$ cat src/rtl/irq_offset_pkg.sv
// constants, types and helpers for offset correction and interrupt pins
// =====================================================================
// Function
// - normal rate starts correction every four hours, one pulse per minute
// - normal rate pulses at minutes 00..n-1, overflow runs into next hours
// - value -128 normal: two full hours then minutes 00 to 07
// - fast rate starts correction every eight minutes, one pulse per second
// - fast rate pulses at seconds 00..n-1, overflow into next minutes
// - correction enable gives one interrupt pulse per correction pulse, in pulse mode only; level mode gives none
// - two independent interrupt pins, each with its own enable register
// - first pin is open drain, gated by its two-bit pin function
// - second pin is push-pull on stamp pin when its function selects it
// - pins drive only when configured for interrupts, active low
// - enable bit 7 level/pulse, bits 6..0 sources, reset zero
// - mode bit 0 gives pulses, 1 gives a level following flags
// - pulse mode fires on each trigger of an enabled source
// - pulse starts with event, released by 128 Hz tick, one to two periods
// - clearing the source flag ends the pulse early
// - level mode asserts while any enabled flag is set
// - monitor bit shows OR of all flags, enabled or not
// - rate select bit 6 of oscillator register, 0 normal by default
// - offset is 8-bit two's complement, sign selects add or remove
// - correction adds or removes clock pulses, oscillator untouched
package irq_offset_pkg;

    // =================================================================
    // register indices, byte address is four times the index
    localparam logic [7:0] IDX_OFFSET = 8'h24;
    localparam logic [7:0] IDX_OSC    = 8'h25;
    localparam logic [7:0] IDX_EN_A   = 8'h29;
    localparam logic [7:0] IDX_EN_B   = 8'h2a;
    localparam logic [7:0] IDX_STATUS = 8'h30;

    localparam int         LP_BIT       = 7;
    localparam int         RATE_BIT     = 6;
    localparam logic [7:0] REG_RESET    = 8'h00;
    localparam logic [2:0] NORMAL_HOURS = 3'h4;
    localparam logic [3:0] FAST_MINUTES = 4'h8;
    localparam logic [1:0] PIN_FN_IRQ   = 2'h2;
    // offset correction has no flag, so only its pulse is kept
    localparam logic [6:0] FLAGGED      = 7'h5f;

    // =================================================================
    // sources in enable-register bit order 6..0
    typedef struct packed {
        logic periodic;
        logic offset;
        logic alarm_one;
        logic alarm_two;
        logic stamp;
        logic supply;
        logic dog;
    } src_t;

    typedef struct packed {
        logic hour;
        logic minute;
        logic second;
        logic hz128;
    } tick_t;

    typedef enum logic [1:0] {
        CS_IDLE = 2'b01,
        CS_RUN  = 2'b10
    } corr_state_t;

    // magnitude of a two's complement byte, -128 gives 8'h80
    function automatic logic [7:0] mag8(input logic [7:0] v);
        mag8 = v[7] ? 8'(~v + 8'h01) : v;
    endfunction

endpackage

$ cat src/rtl/offset_irq_top.sv
// offset correction and two-pin interrupt control with apb registers
//
// Register access over APB was chosen for this implementation.
`timescale 1ns/10ps
module offset_irq_top
    import irq_offset_pkg::*;
(
    input  wire logic        clk,
    input  wire logic        srst,
    // apb slave
    input  wire logic        psel,
    input  wire logic        penable,
    input  wire logic        pwrite,
    input  wire logic [11:0] paddr,
    input  wire logic [31:0] pwdata,
    input  wire logic [3:0]  pstrb,
    output logic [31:0]      prdata,
    output logic             pready,
    output logic             pslverr,
    // time base ticks and event sources
    input  wire tick_t       time_tick,
    input  wire src_t        src_event,
    input  wire src_t        src_flag,
    // pin functions from the pin io configuration
    input  wire logic [1:0]  first_irq_pin_function,
    input  wire logic [1:0]  stamp_pin_function,
    // pins
    output logic             irq_out_first_o,
    output logic             irq_out_first_oe,
    output logic             irq_out_second_o,
    output logic             irq_out_second_oe,
    output logic             any_flag_monitor,
    output logic             corr_pulse,
    output logic             corr_sub
);

    // =================================================================
    // register file
    logic [7:0] offset_reg;
    logic [7:0] osc_reg;
    logic [7:0] en_a_reg;
    logic [7:0] en_b_reg;
    logic       stamp_pin_on_reg;

    logic [7:0] word_idx;
    logic       aligned;
    logic       setup_phase;
    logic       wr_fire;
    logic       wr_byte0;

    logic       corr_busy;
    logic [7:0] corr_left;
    logic       corr_pulse_int;
    logic       a_assert;
    logic       b_assert;
    logic       b_assert_n;
    logic       pin_a_on;
    logic       pin_b_on;
    logic       correction_rate_select;
    src_t       ev_all;

    // word index from byte address
    assign word_idx    = paddr[9:2];
    assign aligned     = paddr[1:0] == 2'h0 && paddr[11:10] == 2'h0;
    assign setup_phase = psel && !penable;
    // writes land only on the access edge that sees pready
    assign wr_fire     = psel && penable && pready && pwrite;
    assign wr_byte0    = wr_fire && pstrb[0] && aligned;

    // decode of mapped indices, used only for the error response
    function automatic logic mapped(input logic [7:0] idx);
        mapped = idx == IDX_OFFSET || idx == IDX_OSC ||
                 idx == IDX_EN_A   || idx == IDX_EN_B ||
                 idx == IDX_STATUS;
    endfunction

    // read value of one index; unmapped words read zero
    function automatic logic [31:0] read_word(
        input logic [7:0] idx,
        input logic [7:0] offv,
        input logic [7:0] oscv,
        input logic [7:0] env_a,
        input logic [7:0] env_b,
        input logic [15:0] stat
    );
        case (idx)
            IDX_OFFSET: read_word = {24'h000000, offv};
            IDX_OSC:    read_word = {24'h000000, oscv};
            IDX_EN_A:   read_word = {24'h000000, env_a};
            IDX_EN_B:   read_word = {24'h000000, env_b};
            IDX_STATUS: read_word = {16'h0000, stat};
            default:    read_word = 32'h00000000;
        endcase
    endfunction

    // =================================================================
    // apb handshake: one wait-free access phase per transfer
    always_ff @(posedge clk) begin
        if (srst) begin
            pready  <= 1'b0;
            pslverr <= 1'b0;
            prdata  <= 32'h00000000;
        end else if (setup_phase) begin
            pready  <= 1'b1;
            pslverr <= !(aligned && mapped(word_idx));
            // status is sampled here, one cycle before the read ends
            prdata  <= pwrite ? 32'h00000000
                     : read_word(word_idx, offset_reg, osc_reg,
                                 en_a_reg, en_b_reg,
                                 {corr_busy, corr_left,
                                  any_flag_monitor, 2'h0,
                                  b_assert, a_assert,
                                  pin_b_on, pin_a_on});
        end else begin
            pready  <= 1'b0;
            pslverr <= 1'b0;
        end
    end

    // offset value, taken by the corrector at its trigger
    always_ff @(posedge clk) begin
        if (srst) begin
            offset_reg <= REG_RESET;
        end else if (wr_byte0 && word_idx == IDX_OFFSET) begin
            offset_reg <= pwdata[7:0];
        end
    end

    // oscillator control, only the rate bit steers this block
    always_ff @(posedge clk) begin
        if (srst) begin
            osc_reg <= REG_RESET;
        end else if (wr_byte0 && word_idx == IDX_OSC) begin
            osc_reg <= pwdata[7:0];
        end
    end

    // first pin enable register
    always_ff @(posedge clk) begin
        if (srst) begin
            en_a_reg <= REG_RESET;
        end else if (wr_byte0 && word_idx == IDX_EN_A) begin
            en_a_reg <= pwdata[7:0];
        end
    end

    // second pin enable register
    always_ff @(posedge clk) begin
        if (srst) begin
            en_b_reg <= REG_RESET;
        end else if (wr_byte0 && word_idx == IDX_EN_B) begin
            en_b_reg <= pwdata[7:0];
        end
    end

    assign correction_rate_select = osc_reg[RATE_BIT];

    // =================================================================
    // correction scheduler
    offset_corrector u_corr (
        .clk        (clk),
        .srst       (srst),
        .rate_fast  (correction_rate_select),
        .offset     (offset_reg),
        .tick       (time_tick),
        .corr_pulse (corr_pulse_int),
        .corr_sub   (corr_sub),
        .busy       (corr_busy),
        .left       (corr_left)
    );

    assign corr_pulse = corr_pulse_int;

    // correction pulse replaces any outside offset event line
    always_comb begin
        ev_all        = src_event;
        ev_all.offset = corr_pulse_int;
    end

    // =================================================================
    // pin function decode
    assign pin_a_on = first_irq_pin_function == PIN_FN_IRQ;
    assign pin_b_on = stamp_pin_function == PIN_FN_IRQ;

    // both pins get the same sources, their own enables
    irq_pin_gen u_pin_a (
        .clk          (clk),
        .srst         (srst),
        .enable       (en_a_reg),
        .event_in     (ev_all),
        .flag_in      (src_flag),
        .hz128        (time_tick.hz128),
        .pin_on       (pin_a_on),
        .assert_reg   (a_assert),
        .assert_n_reg ()
    );

    irq_pin_gen u_pin_b (
        .clk          (clk),
        .srst         (srst),
        .enable       (en_b_reg),
        .event_in     (ev_all),
        .flag_in      (src_flag),
        .hz128        (time_tick.hz128),
        .pin_on       (pin_b_on),
        .assert_reg   (b_assert),
        .assert_n_reg (b_assert_n)
    );

    // =================================================================
    // pin drivers
    // open drain: the data line never goes high, only the enable moves
    assign irq_out_first_o  = 1'b0;
    assign irq_out_first_oe = a_assert;

    // push-pull on the stamp pin, enable follows the pin function
    always_ff @(posedge clk) begin
        if (srst) begin
            stamp_pin_on_reg <= 1'b0;
        end else begin
            stamp_pin_on_reg <= pin_b_on;
        end
    end

    assign irq_out_second_o  = b_assert_n;
    assign irq_out_second_oe = stamp_pin_on_reg;

    // monitor of all flags, enabled or not
    always_ff @(posedge clk) begin
        if (srst) begin
            any_flag_monitor <= 1'b0;
        end else begin
            any_flag_monitor <= |src_flag;
        end
    end

    // =================================================================
    // checks
    property p_monitor;
        @(posedge clk) disable iff (srst)
        ##1 any_flag_monitor == $past(|src_flag);
    endproperty
    a_monitor: assert property (p_monitor)
        else $error("monitor does not follow the flags");

    property p_enable_reset;
        @(posedge clk)
        srst |=> en_a_reg == 8'h00 && en_b_reg == 8'h00;
    endproperty
    a_enable_reset: assert property (p_enable_reset)
        else $error("enable registers not zero after reset");

    property p_pins_apart;
        @(posedge clk) disable iff (srst)
        pin_a_on && pin_b_on && en_b_reg == 8'h00
            |=> !irq_out_second_oe || irq_out_second_o;
    endproperty
    a_pins_apart: assert property (p_pins_apart)
        else $error("second pin asserted with no source enabled");

    property p_offset_irq;
        @(posedge clk) disable iff (srst)
        corr_pulse_int && pin_a_on && en_a_reg[5] && !en_a_reg[LP_BIT]
            |=> irq_out_first_oe;
    endproperty
    a_offset_irq: assert property (p_offset_irq)
        else $error("correction pulse gave no first pin interrupt");

    property p_apb_answer;
        @(posedge clk) disable iff (srst)
        setup_phase |=> pready;
    endproperty
    a_apb_answer: assert property (p_apb_answer)
        else $error("apb access phase without ready");

endmodule

$ cat src/rtl/offset_corrector.sv
// correction pulse scheduler for normal and fast rate
`timescale 1ns/10ps
module offset_corrector
    import irq_offset_pkg::*;
(
    input  wire logic       clk,
    input  wire logic       srst,
    input  wire logic       rate_fast,
    input  wire logic [7:0] offset,
    input  wire tick_t      tick,
    output logic            corr_pulse,
    output logic            corr_sub,
    output logic            busy,
    output logic [7:0]      left
);
    corr_state_t state_reg;
    logic [2:0]  period_reg;
    logic        per_tick;
    logic        trig;
    logic        step;

    // period tick is the hour in normal rate, the minute in fast rate
    assign per_tick = rate_fast ? tick.minute : tick.hour;
    assign trig     = per_tick && period_reg == 3'h0;
    assign step     = rate_fast ? tick.second : tick.minute;
    assign busy     = state_reg == CS_RUN;

    // period counter, wraps at four hours or eight minutes
    always_ff @(posedge clk) begin
        if (srst) begin
            period_reg <= 3'h0;
        end else if (per_tick) begin
            if (period_reg == (rate_fast ? 3'(FAST_MINUTES - 4'h1)
                                         : NORMAL_HOURS - 3'h1))
                period_reg <= 3'h0;
            else
                period_reg <= period_reg + 3'h1;
        end
    end

    // first pulse on the trigger itself, then one per step
    // overflow past 60 steps just keeps counting into the next hour or, at fast rate, the next minute
    always_ff @(posedge clk) begin
        if (srst) begin
            state_reg  <= CS_IDLE;
            left       <= 8'h00;
            corr_pulse <= 1'b0;
            corr_sub   <= 1'b0;
        end else begin
            corr_pulse <= 1'b0;
            case (state_reg)
                CS_IDLE: begin
                    if (trig && offset != 8'h00) begin
                        corr_pulse <= 1'b1;
                        corr_sub   <= offset[7];
                        left       <= mag8(offset) - 8'h01;
                        if (mag8(offset) != 8'h01)
                            state_reg <= CS_RUN;
                    end
                end
                CS_RUN: begin
                    // new triggers are ignored until done
                    if (step) begin
                        corr_pulse <= 1'b1;
                        left       <= left - 8'h01;
                        if (left == 8'h01)
                            state_reg <= CS_IDLE;
                    end
                end
                default: state_reg <= CS_IDLE;
            endcase
        end
    end

    property p_run_step;
        @(posedge clk) disable iff (srst)
        busy && step |=> corr_pulse;
    endproperty
    a_run_step: assert property (p_run_step)
        else $error("step in run gave no correction pulse");

    property p_hold_latched;
        @(posedge clk) disable iff (srst)
        busy && !step |=> $stable(left) && $stable(corr_sub);
    endproperty
    a_hold_latched: assert property (p_hold_latched)
        else $error("running sequence changed without a step");

    property p_last_pulse;
        @(posedge clk) disable iff (srst)
        corr_pulse && left == 8'h00 |-> state_reg == CS_IDLE;
    endproperty
    a_last_pulse: assert property (p_last_pulse)
        else $error("sequence kept running after last pulse");
endmodule

$ cat src/rtl/irq_pin_gen.sv
// one interrupt pin: pulse stretching, level mode and source OR
`timescale 1ns/10ps
module irq_pin_gen
    import irq_offset_pkg::*;
(
    input  wire logic       clk,
    input  wire logic       srst,
    input  wire logic [7:0] enable,
    input  wire src_t       event_in,
    input  wire src_t       flag_in,
    input  wire logic       hz128,
    input  wire logic       pin_on,
    output logic            assert_reg,
    output logic            assert_n_reg
);
    logic [6:0] act_reg;
    logic [6:0] seen_reg;
    logic [6:0] hit;
    logic [6:0] expire;
    logic [6:0] act_next;
    logic       want;

    assign hit    = event_in & enable[6:0];
    // second 128 Hz tick after the event ends the pulse
    assign expire = hz128 ? (act_reg & seen_reg) : 7'h00;
    // a fresh event wins over expiry and over a flag clear
    // a source switched off drops its pending pulse at once
    assign act_next = hit | (act_reg & enable[6:0] & ~expire
                      & ~(~flag_in & FLAGGED));
    // offset has no flag, so its flag bit never holds a level
    assign want = enable[LP_BIT]
                ? |(flag_in & enable[6:0] & FLAGGED)
                : |act_next;

    // per-source pulse state
    always_ff @(posedge clk) begin
        if (srst) begin
            act_reg  <= 7'h00;
            seen_reg <= 7'h00;
        end else begin
            act_reg  <= act_next;
            seen_reg <= act_next & ~hit & (hz128 ? 7'h7f : seen_reg);
        end
    end

    // pin level, held off unless the pin function selects interrupts
    always_ff @(posedge clk) begin
        if (srst) begin
            assert_reg   <= 1'b0;
            assert_n_reg <= 1'b1;
        end else begin
            assert_reg   <= pin_on && want;
            assert_n_reg <= !(pin_on && want);
        end
    end

    property p_level;
        @(posedge clk) disable iff (srst)
        pin_on && enable[LP_BIT] && |(flag_in & enable[6:0] & FLAGGED)
            |=> assert_reg && !assert_n_reg;
    endproperty
    a_level: assert property (p_level)
        else $error("level mode pin not asserted with enabled flag");

    property p_pulse;
        @(posedge clk) disable iff (srst)
        pin_on && !enable[LP_BIT] && |hit |=> assert_reg [*1];
    endproperty
    a_pulse: assert property (p_pulse)
        else $error("enabled event gave no pulse");

    property p_off;
        @(posedge clk) disable iff (srst)
        !pin_on |=> !assert_reg && assert_n_reg;
    endproperty
    a_off: assert property (p_off)
        else $error("pin driven while not configured");

    property p_offset_end;
        @(posedge clk) disable iff (srst)
        $fell(act_reg[5]) |-> $past(hz128) && $past(seen_reg[5]);
    endproperty
    a_offset_end: assert property (p_offset_end)
        else $error("offset pulse ended off the 128 Hz tick");
endmodule

$ cat config.mk
export PLATFORM = sky130hd
export DESIGN_NAME = offset_irq_top
export DESIGN_NICKNAME = d
export VERILOG_FILES = /design/src/rtl/irq_offset_pkg.sv /design/src/rtl/offset_irq_top.sv /design/src/rtl/offset_corrector.sv /design/src/rtl/irq_pin_gen.sv
export SDC_FILE = /design/constraint.sdc
export NUM_CORES = 1
export LEC_CHECK = 0
export BUFFER_PORTS_ARGS = -buffer_cell sky130_fd_sc_hd__buf_2
export CORE_MARGIN = 2
export CORE_UTILIZATION = 50
export CTS_CLUSTER_SIZE = 10
export DETAILED_ROUTE_END_ITERATION = 8
export GPL_TIMING_DRIVEN = 1
export PLACE_DENSITY = 0.76
export SLEW_MARGIN = 15
export SYNTH_ARGS = -nofsm -noshare
export SYNTH_HDL_FRONTEND = slang
export SYNTH_HIERARCHICAL = 1
export SYNTH_SLANG_ARGS = --single-unit
$ cat constraint.sdc
create_clock -name clk -period 3.3 [get_ports clk]
set_input_delay 0.165 -clock clk [delete_from_list [all_inputs] [get_ports clk]]
set_output_delay 0.165 -clock clk [all_outputs]
set_load 0.02 [all_outputs]
# --- Word level (Yosys, flattened, before mapping) ---
# Index checks and enable logic that the tools add are counted.
classes:
  eq_ne: 16
  reduce_logical: 37
  muxes: 25
  n_bitwise: 26
  add_sub_neg: 4
op_table:
  columns: ["op", "count"]
  rows:
  - ["$and A7 B7 Y7", 16]
  - ["$pmux W16 S5", 1]
  - ["$not A7 Y7", 6]
  - ["$eq A8 B6 Y1 const B", 5]
  - ["$mux W32", 1]
  - ["$mux W7", 4]
  - ["$mux W8", 3]
  - ["$reduce_or A7 Y1", 3]
  - ["$logic_and A1 B1 Y1", 16]
  - ["$pmux W8 S2", 1]
  - ["$sub A8 B1 Y8 const B", 2]
  - ["$or A7 B7 Y7", 2]
  - ["$reduce_or A6 Y1", 2]
  - ["$add A8 B1 Y8 const B", 1]
  - ["$eq A8 B1 Y1 const B", 1]
  - ["$mux W2", 4]
  - ["$ne A2 B1 Y1 const B", 4]
  - ["$ne A8 B1 Y1 const B", 1]
  - ["$not A8 Y8", 1]
  - ["$reduce_bool A8 Y1", 1]
  - ["$mux W1", 7]
  - ["$eq A2 B2 Y1 const B", 3]
  - ["$mux W3", 2]
  - ["$logic_not A2 Y1", 2]
  - ["14 further kinds", 19]
totals:
  reg_bits: 114
  out_inout_bits: 41
  word_cells: 129

# --- Logic depth before layout (Yosys ltp) ---
logic_depth:
  depth_word: 10
  depth_mapped: 9

# --- Hierarchy ---
# The synthesis kept the hierarchy.
by_module_without_submodules:
  columns: ["mod", "cells_per_inst", "n_inst", "area_each_um2"]
  rows:
  - ["offset_irq_top", 261, 1, 2516.2]
  - ["offset_corrector", 170, 1, 1350.0]
  - ["irq_pin_gen", 75, 2, 666.9]

# --- Least setup slack after synthesis ---
# OpenSTA, ideal clock, no wires.
synth_path:
  path_type: "register -> register"
  from: "register offset_reg[0]"
  to: "register u_corr.state_reg[0]"
  setup_ps: 120
  arrival_ps: 1996
  path_slack_ps: 1185
  stages_incl_launch_ff: 10
  required_ps: 3180
  path_cell_list: "dfxtp_1 -> inv_1 -> ha_1 -> clkbuf_1 -> nor2b_1 -> a21oi_1 -> o22ai_1 -> a311oi_4 -> nor2_1 -> a211o_1"
synth_between:
  elab_chain_cells: 6
  elab_cells_between_ends: 9
  cone_classes: "1 x add/sub; 3 x eq/ne; 1 x mux; 1 x bitwise; 3 x reduce/logical"
synth_lines:
  columns: ["item", "line", "rtl"]
  rows:
  - ["start: declaration", "offset_irq_top.sv:39", "logic [7:0] offset_reg;"]
  - ["start signal: assignment", "offset_irq_top.sv:125", "offset_reg <= pwdata[7:0];"]
  - ["$not A8 Y8", "irq_offset_pkg.sv:69", "mag8 = v[7] ? 8'(~v + 8'h01) : v;"]
  - ["$add A8 B1 Y8", "irq_offset_pkg.sv:69", null]
  - ["$mux W8", "irq_offset_pkg.sv:69", null]
  - ["$ne A8 B1 Y1", "offset_corrector.sv:57", "if (mag8(offset) != 8'h01)"]
  - ["$ne A2 B1 Y1 (no line)", null, null]
  - ["$reduce_and A4 Y1 (no line) (*)", null, null]
  - ["end signal: assignment", "offset_corrector.sv:58", "state_reg <= CS_RUN;"]
  - ["end signal: assignment", "offset_corrector.sv:67", "state_reg <= CS_IDLE;"]
  - ["end signal: assignment", "offset_corrector.sv:70", "default: state_reg <= CS_IDLE;"]
  - ["end: declaration", "offset_corrector.sv:16", "corr_state_t state_reg;"]
# Mark *: on every way between the ends. The rest lies on a longest branch, timed or not.
# A chain may end at the register's enable or synchronous reset.

# --- Worst setup path after layout ---
layout_path:
  from: "register offset_reg[0]"
  to: "register u_corr.left[0]"
layout_between:
  elab_chain_cells: 6
  elab_cells_between_ends: 10
  cone_classes: "2 x add/sub; 1 x eq/ne; 3 x mux; 1 x bitwise; 3 x reduce/logical"
layout_lines:
  columns: ["item", "line", "rtl"]
  rows:
  - ["$not A8 Y8", "irq_offset_pkg.sv:69", null]
  - ["$add A8 B1 Y8", "irq_offset_pkg.sv:69", null]
  - ["$mux W8", "irq_offset_pkg.sv:69", null]
  - ["$sub A8 B1 Y8", "offset_corrector.sv:56", "left <= mag8(offset) - 8'h01;"]
  - ["$mux W8", "offset_corrector.sv:53", "if (trig && offset != 8'h00) begin"]
  - ["$pmux W8 S2", "offset_corrector.sv:51", "case (state_reg)"]
  - ["end signal: assignment", "offset_corrector.sv:56", null]
  - ["end signal: assignment", "offset_corrector.sv:65", "left <= left - 8'h01;"]
  - ["end: declaration", "offset_corrector.sv:14", "output logic [7:0] left"]
# Parallel ways exist; a longest one is shown, timed or not. The select of a mux whose other input is x is not followed.

==> out/qor.yml <==
peakVddDrop_mv: 0.1925
drt-vias-per-instance: 5.693
grt_overflow_total: 0
grtUsageTotal: 0.2150
core-area_um2: 10180
ff2ff_path_depth: 6
dp_slack_ns: 0.8119
numPortBuffers: 70
crit_start: "offset_reg[0]"
final_cell_area_um2: 5720
die_h_um: 105.7
critPathBufInv: 1
cts_inserted_buffers: 9
ant_nets: 0
wirelength_um: 11990
r2r-end: "u_corr/left[0]"
pin_count: 116
yosysWarnings: 6
syn_avg_cell_area_um2: 8.931
slowest_delay_ns: 0.53
finalCritPeriodShare: 0.7703
clk_pin_slew_worst_paths_ns: 0.10
worst_pin_slew_ns: 0.8268
cts_max_path_buffers: 2
cap_violations: 0
hold_viol_final: 0
slew_headroom: 0.4488
finalMaxSlewViolations: 0
grt_pass1_vias: 4051
hpwl_um: 8782
status: "finished clean"
postSynthCellCount: 579
cp_top_family: "compound AO/OA/AOI/OAI gates"
largest_register_ffs: 16
drt_iter0_markers: 272
crit_chain: "inv_1, ha_1, a311o_1, a22oi_2, o21ai_0, a221oi_1"
final.setup.tns_ns: 0
vias: 4435
reg2reg_slack_ns: 0.76
skew_ns: 0.01151
clock_latency_ns: 0.37
antenna_cells: 0
cts_tree: "yes"
drive_gt1_frac: 0.1664
arrival_ns: 2.82
place_congestion: 0.8235
critPathKind: "register to register"
worstSetupEndpoint: "u_corr/left[0]"
leakage_nw: 2.325
rsz0062_at_grt: "false"
antenna_found_initial: 0
start_util: 0.5077
cp.depth: 6
finalNetCount: 722
crit_path_end_kind: "register"
total_power_w: 0.002570
setup_viol: 0
fmax_mhz: 393.4
post-cts-setup-buffers: 0
hold_path_class: "primary input to register"
critPathSlowestCell: "a22oi_2"
grt_max_degree: 52
placed_area_um2: 5525
die_area_um2: 11170
die_x_um: 105.7
start_kind: "register"
num_rows: 37
cts_sinks: 98
cts-htree-levels: 3
syn-cell-area_um2: 5171
top_register: "prdata"
root_buffer: "clkbuf_8"
grt_pass1_wl_um: 19560
areaGrowthSynthToFinish_pct: 10.62
power_density_nw_per_um2: 449.2
fin_ws_ns: 0.7578
crit_fanout: 12
drc_errors: 0
reg2reg_from: "offset_reg[0]"
drt-pass1-iter-count: 5
cp.required_ns: 3.57
fin_crit_ns: 2.542
wire_per_inst_um: 15.39
final cells by class:
type / count / area (um2)
Multi-Input combinational cell: 443 / 2967
Sequential cell: 98 / 1962
Fill cell: 940 / 4464
Inverter: 13 / 48.80
Timing Repair Buffer: 73 / 387.9
Clock inverter: 6 / 47.55
Tap cell: 136 / 170.2
Clock buffer: 10 / 137.6
tightest hold or removal path, stage by stage:
cell and delay, ns:
buf_2 0.10, nand2b_1 0.10, nor4_1 0.04
worst min path at each step:
stage	startpoint	endpoint	slack (ns)	cells after the start
3_5_place_dp	src_event[6]	u_pin_b/seen_reg[6]	0.39	2
2_1_floorplan	src_event[6]	u_pin_b/seen_reg[6]	0.24	1
6_report	src_event[4]	u_pin_a/seen_reg[4]	0.06	3
3_3_place_gp	src_event[6]	u_pin_b/seen_reg[6]	0.38	2
5_1_grt	src_flag[5]	any_flag_monitor	0.05	3
4_1_cts	src_flag[5]	any_flag_monitor	0.04	3
layout by cell type (no fill, tap or decap), types with 13 or more instances in the layout:
cell      instances
nor4_1           17
buf_2            70
dfxtp_1          98
inv_1            13
a22oi_1          16
mux2i_1          46
a21oi_1          20
nand2_1          42
xnor2_1          17
nand2b_1         55
conb_1           17
nor2_1           49
nor2b_1          13
o21ai_0          21
report_power, final:
part	switching [W]	internal (W)	leakage (nW)	total (W)
logic	0.000332	0.000222	1.45	0.000553
clock network	0.000435	0.000301	0.0868	0.000736
registers	0.0000532	0.00123	0.792	0.00128
total	0.000820	0.00175	2.32	0.00257
layer usage:
layer  GRT usage  up-vias  wire length, um
met5           0        -                0
met4     0.09211        0              255
met3     0.02474       20              575
met2      0.3438      151             5500
met1      0.2933     2098             5654
li1            -     2166                -
repair_timing:
action / 4_1_cts / 5_1_grt
hold buffers: 1 / 0
gates resized for setup: 0 / 0
endpoints found under the hold margin: 2 / 0
metrics by stage:
| stage | util | instances | hold slack (ns) |
|---|---|---|---|
| after floorplan | - | 595 | 0.2406 |
| after global placement | 0.5425 | 762 | 0.3762 |
| after detailed placement | 0.5425 | 762 | 0.3875 |
| after CTS | 0.5617 | 779 | 0.03893 |
| after global routing | 0.5617 | 779 | 0.04824 |
| final | 0.5617 | 779 | 0.06172 |
Power figures use the tool's default switching activity.
